File: config.mk
export PLATFORM = sky130hd
export DESIGN_NAME = interrupt_transfer_ctrl
export DESIGN_NICKNAME = d
export VERILOG_FILES = /design/src/logic/itc_pkg.sv /design/src/logic/interrupt_transfer_ctrl.sv
export VERILOG_INCLUDE_DIRS = /design/src /design/src/logic
export SDC_FILE = /design/constraint.sdc
export NUM_CORES = 1
export LEC_CHECK = 0
export ABC_CLOCK_PERIOD_IN_PS = 5100
export BUFFER_PORTS_ARGS = -buffer_cell sky130_fd_sc_hd__buf_2
export CAP_MARGIN = 0
export CORE_MARGIN = 2
export CORE_UTILIZATION = 30
export DETAILED_ROUTE_END_ITERATION = 10
export GPL_TIMING_DRIVEN = 0
export SETUP_SLACK_MARGIN = 0.15
export SYNTH_ARGS = -nofsm -noshare
export SYNTH_HDL_FRONTEND = slang
export SYNTH_SLANG_ARGS = --single-unit
export TNS_END_PERCENT = 50
File: constraint.sdc
create_clock -name clock -period 5.1 [get_ports clock]
set_input_delay 0.765 -clock clock [delete_from_list [all_inputs] [get_ports clock]]
set_output_delay 0.765 -clock clock [all_outputs]
set_load 0.01 [all_outputs]
File: src/logic/itc_params.svh
// Purpose: offsets, field positions and codes of the transfer controller
// Assumes: descriptor words in memory, byte addresses
// Notes: included by the design only
`ifndef ITC_PARAMS_SVH
`define ITC_PARAMS_SVH
`define MODE_FIELD_HI 7
`define MODE_FIELD_LO 6
`define SIZE_FIELD_HI 5
`define SIZE_FIELD_LO 4
`define STEP_FIELD_HI 3
`define STEP_FIELD_LO 2
`define CHAIN_EN_BIT 7
`define CHAIN_COND_BIT 6
`define IRQ_EVERY_BIT 5
`define AREA_SIDE_BIT 4
`define CODE_NORMAL 2'h0
`define CODE_REPEAT 2'h1
`define CODE_BLOCK 2'h2
`define CODE_BYTE 2'h0
`define CODE_WORD 2'h1
`define CODE_LONG 2'h2
`define WORDS_SHORT 3'h3
`define WORDS_FULL 3'h4
`define SHORT_ADDR_MASK 32'h00ff_ffff
`endif

File: src/logic/itc_pkg.sv
// Purpose: types shared by the transfer controller
// Assumes: params header in the include path
// Notes: constants live in the header as macros
package itc_pkg;
   typedef enum logic [3:0] {
      st_idle, st_vec, st_desc, st_rd, st_wr, st_upd, st_wb, st_done
   } itc_state_t;
endpackage : itc_pkg

File: src/logic/interrupt_transfer_ctrl.sv
// Purpose: interrupt activated data transfer controller with descriptors
// Assumes: single clock, memory port answers with mem_ack, one word per beat
// Notes: descriptors have no cpu path, they live in memory with a held internal copy
// Functional notes
// - start a transfer when an assigned activation request arrives
// - any channel count; each channel is a descriptor in memory
// - chain descriptors per activation, optionally only when count reaches zero
// - short mode: three longword descriptor, 24-bit addresses
// - full mode: four longword descriptor, 32-bit addresses
// - odd address word or longword splits into several bus cycles
// - longword at address 4n+2 splits into several bus cycles
// - can forward the activating request to the cpu as interrupt; not done here, cpu_irq only pulses at the end of the writeback
// - cpu interrupt after every transfer or only after count completes
// - read skip reuses descriptor already held
// - fixed address fields are not written back
// - descriptor registers have no direct cpu path
// - read vector, then descriptor, then transfer data
// - write updated descriptor back after the transfer
// - mode field bits 7:6: normal, repeat, block; 11 prohibited
// - size field bits 5:4: byte, word, longword; 11 prohibited
// - source step bits 3:2: 0x fixed, 10 up, 11 down
// - step by 1, 2 or 4 per size
// - mode byte b: chain enable 7, chain condition 6, irq-every 5
// - when chaining, skip count check, keep source flag and enable
// - area select 0 destination, 1 source, for repeat/block area
// - destination step bits 3:2 like source, fixed skips writeback
`include "itc_params.svh"
module interrupt_transfer_ctrl (
   input wire logic clock,
   input wire logic rstn,
   input wire logic act_req,
   input wire logic [7:0] act_vector,
   input wire logic [31:0] vector_base,
   input wire logic full_addr_mode,
   input wire logic read_skip,
   input wire logic [31:0] mem_rdata,
   input wire logic mem_ack,
   output logic mem_req,
   output logic mem_we,
   output logic [31:0] mem_addr,
   output logic [31:0] mem_wdata,
   output logic [3:0] mem_be,
   output logic act_done,
   output logic clear_enable,
   output logic cpu_irq,
   output logic busy
);
   import itc_pkg::*;

   // address step by size (1, 2 or 4): pure decode used in several places
   function automatic logic [2:0] step_of(input logic [1:0] sz);
      case (sz)
         `CODE_BYTE: step_of = 3'h1;
         `CODE_WORD: step_of = 3'h2;
         default: step_of = 3'h4;
      endcase
   endfunction : step_of
   // beat length of one bus cycle starting at addr, split for alignment
   function automatic logic [2:0] beat_of(input logic [1:0] sz,
                                          input logic [31:0] a,
                                          input logic [2:0] left);
      logic [2:0] b;
      b = step_of(sz);
      if (a[0]) begin
         b = 3'h1; // odd address goes bytewise
      end else if (a[1] && left > 3'h2) begin
         b = 3'h2; // 4n+2 longword split
      end else if (left < b) begin
         b = left;
      end
      beat_of = b;
   endfunction : beat_of
   function automatic logic [31:0] stepped(input logic [31:0] a,
                                           input logic [1:0] m,
                                           input logic [1:0] sz);
      if (m == 2'h2) begin
         stepped = a + {29'h0, step_of(sz)};
      end else if (m == 2'h3) begin
         stepped = a - {29'h0, step_of(sz)};
      end else begin
         stepped = a;
      end
   endfunction : stepped
   itc_state_t state;
   logic [7:0] mode_a;
   logic [7:0] mode_b;
   logic [31:0] src;
   logic [31:0] dst;
   logic [15:0] cnt_a;
   logic [15:0] cnt_b;
   logic [31:0] desc_base;
   logic [2:0] widx;
   logic [31:0] data;
   logic [2:0] left;
   logic [15:0] blk_left;
   logic have_desc;
   logic [7:0] held_vec;
   logic [1:0] md;
   logic [1:0] sz;
   logic [2:0] nwords;
   logic [2:0] beat;
   logic [31:0] cur_addr;
   logic [15:0] next_cnt;
   logic last_xfer;
   logic chain_go;
   logic bad_code;
   logic wb_skip;
   logic pending;
   // field decode of the held descriptor
   assign md = mode_a[`MODE_FIELD_HI:`MODE_FIELD_LO];
   assign sz = mode_a[`SIZE_FIELD_HI:`SIZE_FIELD_LO];
   assign bad_code = (md == 2'h3) || (sz == 2'h3);
   assign nwords = full_addr_mode ? `WORDS_FULL : `WORDS_SHORT;
   assign cur_addr = ((state == st_rd) ? src : dst) +
      {29'h0, step_of(sz) - left}; // later beats move on
   assign beat = beat_of(sz, cur_addr, left);
   assign next_cnt = cnt_a - 16'h0001;
   assign last_xfer = (md != `CODE_REPEAT) && (cnt_a == 16'h0000);
   // count is already stepped at writeback
   assign chain_go = mode_b[`CHAIN_EN_BIT] &&
      (!mode_b[`CHAIN_COND_BIT] || cnt_a == 16'h0000);
   // source word 0 short / 1 full, destination next
   assign wb_skip = (widx == {2'h0, full_addr_mode} &&
      !mode_a[`STEP_FIELD_HI]) ||
      (widx == {1'b0, full_addr_mode, !full_addr_mode} &&
      !mode_b[`STEP_FIELD_HI]);
   // main sequencer: vector, descriptor, data, writeback
   always_ff @(posedge clock or negedge rstn) begin
      if (!rstn) begin
         state <= st_idle;
         widx <= 3'h0;
         left <= 3'h0;
         desc_base <= 32'h0000_0000;
         data <= 32'h0000_0000;
         blk_left <= 16'h0000;
         have_desc <= 1'b0;
         held_vec <= 8'h00;
      end else begin
         case (state)
            st_idle: begin
               if (act_req) begin
                  held_vec <= act_vector;
                  // reuse the held descriptor for the same vector
                  if (read_skip && have_desc && held_vec == act_vector) begin
                     state <= bad_code ? st_done : st_rd;
                     left <= step_of(sz);
                     blk_left <= cnt_b;
                  end else begin
                     state <= st_vec;
                  end
               end
            end
            st_vec: if (mem_ack) begin
               desc_base <= mem_rdata; // any descriptor address
               widx <= 3'h0;
               state <= st_desc;
            end
            st_desc: if (mem_ack) begin
               widx <= widx + 3'h1;
               if (widx + 3'h1 == nwords) begin
                  have_desc <= 1'b1;
                  state <= st_upd;
               end
            end
            st_upd: begin
               if (bad_code) begin
                  have_desc <= 1'b0;
                  state <= st_done;
               end else begin
                  left <= step_of(sz);
                  blk_left <= (md == `CODE_BLOCK) ? cnt_b : 16'h0001;
                  state <= st_rd;
               end
            end
            st_rd: if (mem_ack) begin
               data <= mem_rdata;
               left <= left - beat;
               if (left == beat) begin
                  left <= step_of(sz);
                  state <= st_wr;
               end
            end
            st_wr: if (mem_ack) begin
               left <= left - beat;
               if (left == beat) begin
                  left <= step_of(sz);
                  blk_left <= blk_left - 16'h0001;
                  if (md != `CODE_BLOCK || blk_left == 16'h0001) begin
                     widx <= 3'h0;
                     state <= st_wb;
                  end else begin
                     state <= st_rd;
                  end
               end
            end
            st_wb: begin
               if (mem_ack || wb_skip) begin
                  widx <= widx + 3'h1;
                  if (widx + 3'h1 == nwords) begin
                     state <= chain_go ? st_desc : st_done;
                     if (chain_go) begin
                        desc_base <= desc_base + {27'h0, nwords, 2'h0};
                        widx <= 3'h0;
                     end
                  end
               end
            end
            st_done: state <= st_idle;
            default: state <= st_idle;
         endcase
      end
   end
   // descriptor capture and address/count update
   always_ff @(posedge clock or negedge rstn) begin
      if (!rstn) begin
         mode_a <= 8'h00;
         mode_b <= 8'h00;
         src <= 32'h0000_0000;
         dst <= 32'h0000_0000;
         cnt_a <= 16'h0000;
         cnt_b <= 16'h0000;
      end else if (state == st_desc && mem_ack) begin
         // internal copy only, no cpu access path
         case (widx)
            3'h0: begin
               mode_a <= mem_rdata[31:24];
               mode_b <= mem_rdata[23:16];
               if (!full_addr_mode) begin
                  src <= mem_rdata & `SHORT_ADDR_MASK;
               end
            end
            3'h1: begin
               if (full_addr_mode) begin
                  src <= mem_rdata;
               end else begin
                  mode_b <= mem_rdata[31:24];
                  dst <= mem_rdata & `SHORT_ADDR_MASK;
               end
            end
            3'h2: begin
               if (full_addr_mode) begin
                  dst <= mem_rdata;
               end else begin
                  cnt_a <= mem_rdata[31:16];
                  cnt_b <= mem_rdata[15:0];
               end
            end
            default: begin
               cnt_a <= mem_rdata[31:16];
               cnt_b <= mem_rdata[15:0];
            end
         endcase
      end else if (state == st_rd && mem_ack && left == beat) begin
         // repeat/block area side holds its address
         if (!(md != `CODE_NORMAL && mode_b[`AREA_SIDE_BIT])) begin
            src <= stepped(src, mode_a[`STEP_FIELD_HI:`STEP_FIELD_LO], sz);
         end
      end else if (state == st_wr && mem_ack && left == beat) begin
         if (!(md != `CODE_NORMAL && !mode_b[`AREA_SIDE_BIT])) begin
            dst <= stepped(dst, mode_b[`STEP_FIELD_HI:`STEP_FIELD_LO], sz);
         end
         if (md == `CODE_BLOCK ? blk_left == 16'h0001 : 1'b1) begin
            // repeat mode reloads the count from its copy
            cnt_a <= (md == `CODE_REPEAT && next_cnt == 16'h0000) ?
               cnt_b : next_cnt;
         end
      end
   end
   // bus port drive, all outputs registered
   always_ff @(posedge clock or negedge rstn) begin
      if (!rstn) begin
         mem_req <= 1'b0;
         pending <= 1'b0;
         mem_we <= 1'b0;
         mem_addr <= 32'h0000_0000;
         mem_wdata <= 32'h0000_0000;
         mem_be <= 4'h0;
      end else begin
         mem_req <= 1'b0;
         mem_we <= 1'b0;
         mem_be <= 4'hf;
         pending <= (pending || mem_req) && !mem_ack; // no reissue on waits
         if (!mem_ack && !mem_req && !pending) begin
            case (state)
               st_vec: begin
                  mem_req <= 1'b1;
                  mem_addr <= vector_base + {22'h0, held_vec, 2'h0};
               end
               st_desc: begin
                  mem_req <= 1'b1;
                  mem_addr <= desc_base + {27'h0, widx, 2'h0};
               end
               st_rd, st_wr: begin
                  mem_req <= 1'b1;
                  mem_we <= (state == st_wr);
                  mem_addr <= cur_addr;
                  mem_wdata <= data;
                  mem_be <= (beat == 3'h1) ? 4'h1 :
                     ((beat == 3'h2) ? 4'h3 : 4'hf);
               end
               st_wb: if (!wb_skip) begin
                  mem_req <= 1'b1;
                  mem_we <= 1'b1;
                  mem_addr <= desc_base + {27'h0, widx, 2'h0};
                  mem_wdata <= (widx == 3'h1 && full_addr_mode) ? src :
                     (widx == 3'h2 && full_addr_mode) ? dst :
                     (widx == 3'h0 && full_addr_mode) ?
                     {mode_a, mode_b, 16'h0000} :
                     (widx == 3'h0) ? {mode_a, src[23:0]} :
                     (widx == 3'h1) ? {mode_b, dst[23:0]} :
                     {cnt_a, cnt_b};
               end
               default: mem_req <= 1'b0;
            endcase
         end
      end
   end

   // completion: clear enable on last, cpu irq per select
   always_ff @(posedge clock or negedge rstn) begin
      if (!rstn) begin
         act_done <= 1'b0;
         clear_enable <= 1'b0;
         cpu_irq <= 1'b0;
         busy <= 1'b0;
      end else begin
         busy <= (state != st_idle);
         act_done <= (state == st_done);
         clear_enable <= 1'b0;
         cpu_irq <= 1'b0;
         if (state == st_wb && widx + 3'h1 == nwords && !chain_go &&
             (mem_ack || wb_skip)) begin
            // no completion check when chaining
            clear_enable <= last_xfer;
            cpu_irq <= last_xfer || mode_b[`IRQ_EVERY_BIT];
         end
      end
   end
   a_done_after_wb: assert property (@(posedge clock) disable iff (!rstn)
      (state == st_done) |=> act_done)
      else $error("done pulse missing");
   a_bad_no_bus: assert property (@(posedge clock) disable iff (!rstn)
      (state == st_upd && bad_code) |=> !mem_req[*2])
      else $error("bus access on prohibited code");
   a_vec_first: assert property (@(posedge clock) disable iff (!rstn)
      (state == st_idle && act_req && !read_skip) |=> state == st_vec)
      else $error("vector not read first");
   a_odd_split: assert property (@(posedge clock) disable iff (!rstn)
      (mem_req && state == st_rd && mem_addr[0]) |-> mem_be == 4'h1)
      else $error("odd access not split");
   a_mid_split: assert property (@(posedge clock) disable iff (!rstn)
      (mem_req && state == st_rd && mem_addr[1:0] == 2'h2) |->
      mem_be != 4'hf)
      else $error("4n+2 access not split");
   a_chain_keep: assert property (@(posedge clock) disable iff (!rstn)
      (state == st_wb && chain_go) |=> !clear_enable)
      else $error("enable cleared while chaining");
   a_fixed_skip: assert property (@(posedge clock) disable iff (!rstn)
      (state == st_wb && wb_skip) |=> !(mem_req && mem_we))
      else $error("fixed address written back");
   a_irq_every: assert property (@(posedge clock) disable iff (!rstn)
      $rose(cpu_irq) |-> $past(mode_b[`IRQ_EVERY_BIT]) ||
      $past(last_xfer))
      else $error("cpu irq without cause");
endmodule : interrupt_transfer_ctrl

==> results.toml <==
[outcome]
status = "finished, final reports clean"

[drt]
drt-total-wl_um = 94600
wl_met1_um = 41320
drcViolationCount = 0
drt_pass1_iterations = 6
route.met3.wl_um = 9729
routed_via_density = 5.843
vias = 22354
wire_per_inst_um = 24.72
highest_layer = "met5"
dr.first_iter.drc_count = 2635
antenna_left = 0
wl_met2_um = 38380

[worst_setup_path]
cp_data_required_time_ps = 5510
critPathArrivalTime_ps = 5280
path_max_fanout = 10
path_class = "register to register"
cp-end-kind = "register"
start_kind = "register"

[global_routing]
track_usage = 0.2490
grt_pass1_wl_um = 138000
grt-ovfl-total = 0
antenna_found_initial = 4
grt_max_degree = 98
first_global_vias = 20697

[place]
dp_slack_ps = -1625
post_dp_cell_area_um2 = 23410
place_congestion = 1.036
port_buffers = 151
post-dp-hpwl_um = 72450

[timing]
fin_skew_ps = 26.28
min_period_over_period = 0.9552
final_hold_viol_count = 0
worst_slew_pin_slew_ps = 1170
final_max_slew_viol_count = 0
slew_headroom = 0.1999
setup_ws_ps = 228.6
period_minus_slack_ps = 4871
setup_viol = 0
fmax_ghz = 0.2053
rsz0062_at_grt = "true"
finalSetupTns_ps = 0

[power_and_ir_drop]
irDropWorstVdd_uv = 339.9
power_density_nw_per_um2 = 817.7
p_total_uw = 20280
leakage_uw = 0.01034

[clock_network]
numCtsBuffers = 36
clk_pin_slew_ps = 60
clock_sinks = 284
cts_tree = "done"
insertion_delay_ps = 560
clk_path_buf_depth = 3
htree_levels = 2
cts-root-buf = "clkbuf_16"
cts_hold_buffers = 0

[final_layout]
nets = 3036
final_common_cell = "nand2_1"
layout-drive-gt1-share = 0.1294
nFillCells = 7426
synthToLayoutAreaGrowth_pct = 15.85
mostFrequentLayoutCells = "329 x nand2_1, 284 x dfrtp_1, 279 x nor2_1"
design_area_um2 = 24800

[synthesis]
ys_types = 85
synth_ff_type = "dfrtp_1"
synth_area_um2 = 21410
synth_area_leaders = "dfrtp_1 33%, nand2_1 5.8%, a21oi_1 5.7%, ha_1 5.4%, o21ai_0 5.2%"
syn-num-nets = 2836
yosys_warnings = 0
ys_ff_latch = 284
yosysSeqAreaShare = 0.3320
synth.top_cell.area_share = 0.3320
syn-instance-count = 2658
yosysTopAreaCell = "dfrtp_1"
synth-edff-count = 0
syn_avg_cell_area_um2 = 8.054
async_flop_share = 1.000

[floorplanning]
die_x_um = 271.1
boundaryPins = 152
dieArea_um2 = 73510
num_rows = 97
core_um2 = 70390
initial_utilization = 0.3041
die_h_um = 271.1

[flow_run]
maxCapViolations = 0

[worst_hold_path]
hold_path_class = "input pin to async pin"
[registers in the layout, summed over array words and instances (netlist names), 3 cells and up]
name       flops
desc_base     32
dst           32
src           32
state          3
mode_b         8
data          32
mem_be         3
left           3
held_vec       8
blk_left      16
mem_wdata     32
mode_a         8
widx           3
mem_addr      32
cnt_a         16
cnt_b         16
[synthesized netlist by cell type (all sizes together), types with 57 or more instances]
library cell	number
nand2	330
dfrtp	284
nor2	280
a21oi	244
o21ai	228
clkbuf	133
xnor2	101
ha	93
a31oi	80
nor3	79
mux2	72
nand3	61
inv	59
xor2	57
[critical path, stage by stage (launching register included)]
cell      delay, ps
dfrtp_1         370
clkbuf_2        250
or2_2           460
ha_1            240
inv_1            60
ha_1            270
fa_2            690
a21o_1          150
a221oi_2         70
or2_2           310
ha_1            300
nand2_2         130
a21oi_2         350
a31oi_1         170
a21o_1          280
clkbuf_1        280
a31oi_1         230
o22ai_1         110
[kinds of logic after synthesis]
logic type | Yosys count | share of synthesized area
AND/OR/NAND/NOR | 932 | 0.1987
AO/OA/AOI/OAI | 851 | 0.2475
flip-flops | 284 | 0.3320
buffers and inverters | 225 | 0.04179
XOR/XNOR | 158 | 0.06464
multiplexers | 107 | 0.05441
adder cells (fa/ha/maj) | 100 | 0.06090
other | 1 | 0.0001752
[metrics by stage]
stage                     hold WS (ps)  utilization  instances
final                            214.5       0.3523       3826
after global routing             306.9       0.3522       3823
after CTS                        266.7       0.3512       3819
after detailed placement         467.9       0.3325       3751
after global placement           459.5       0.3316       3749
after floorplan                  461.0            -       2658
[path summary, 6_finish.rpt]
path | from | end | slack, ps | cells after the start
worst max-delay path | mode_a[5] | cnt_a[0] | 230 | 17
worst max register to register | mode_a[5] | cnt_a[0] | 230 | 17
min in group clock | act_vector[7] | held_vec[7] | 460 | 2
worst min register to register | mem_addr[20] | mem_addr[20] | 480 | 2
max in group asynchronous | rstn | mem_wdata[12] | 3820 | 2
worst min-delay path | rstn | mem_be[1] | 210 | 1
[metal layers]
metal  track usage  vias to the layer above
met3       0.06227                      229
met4        0.1228                        4
li1              -                    10103
met2        0.3496                     1123
met1        0.3528                    10895
met5             0                        -
[what timing repair did]
item                       in CTS  in global routing
cloned                          1                  0
gates resized for setup        20                 23
setup endpoints to repair     105                 94
buffers inserted                7                  4
pin swaps                       1                  3
[report_power, final]
part | internal, uW | leakage, uW | switching (uW)
Sequential | 3270 | 0.00350 | 1570
Clock | 1580 | 0.000590 | 1110
Combinational | 4830 | 0.00625 | 7910
Total | 9690 | 0.0103 | 10600
[final cells by class]
type / instances / area [um^2] / share of cell area
tap: 940 / 1176 / 0.04742
clock inverter: 15 / 168.9 / 0.006811
buffer: 162 / 690.7 / 0.02785
multi-input combinational: 2149 / 13470 / 0.5433
clock buffer: 48 / 1037 / 0.04182
inverter: 60 / 229.0 / 0.009232
antenna: 3 / 7.507 / 0.0003027
timing repair inverter: 1 / 7.507 / 0.0003027
timing repair buffer: 164 / 903.4 / 0.03642
sequential: 284 / 7107 / 0.2866
(Power assumes the default switching activity.)
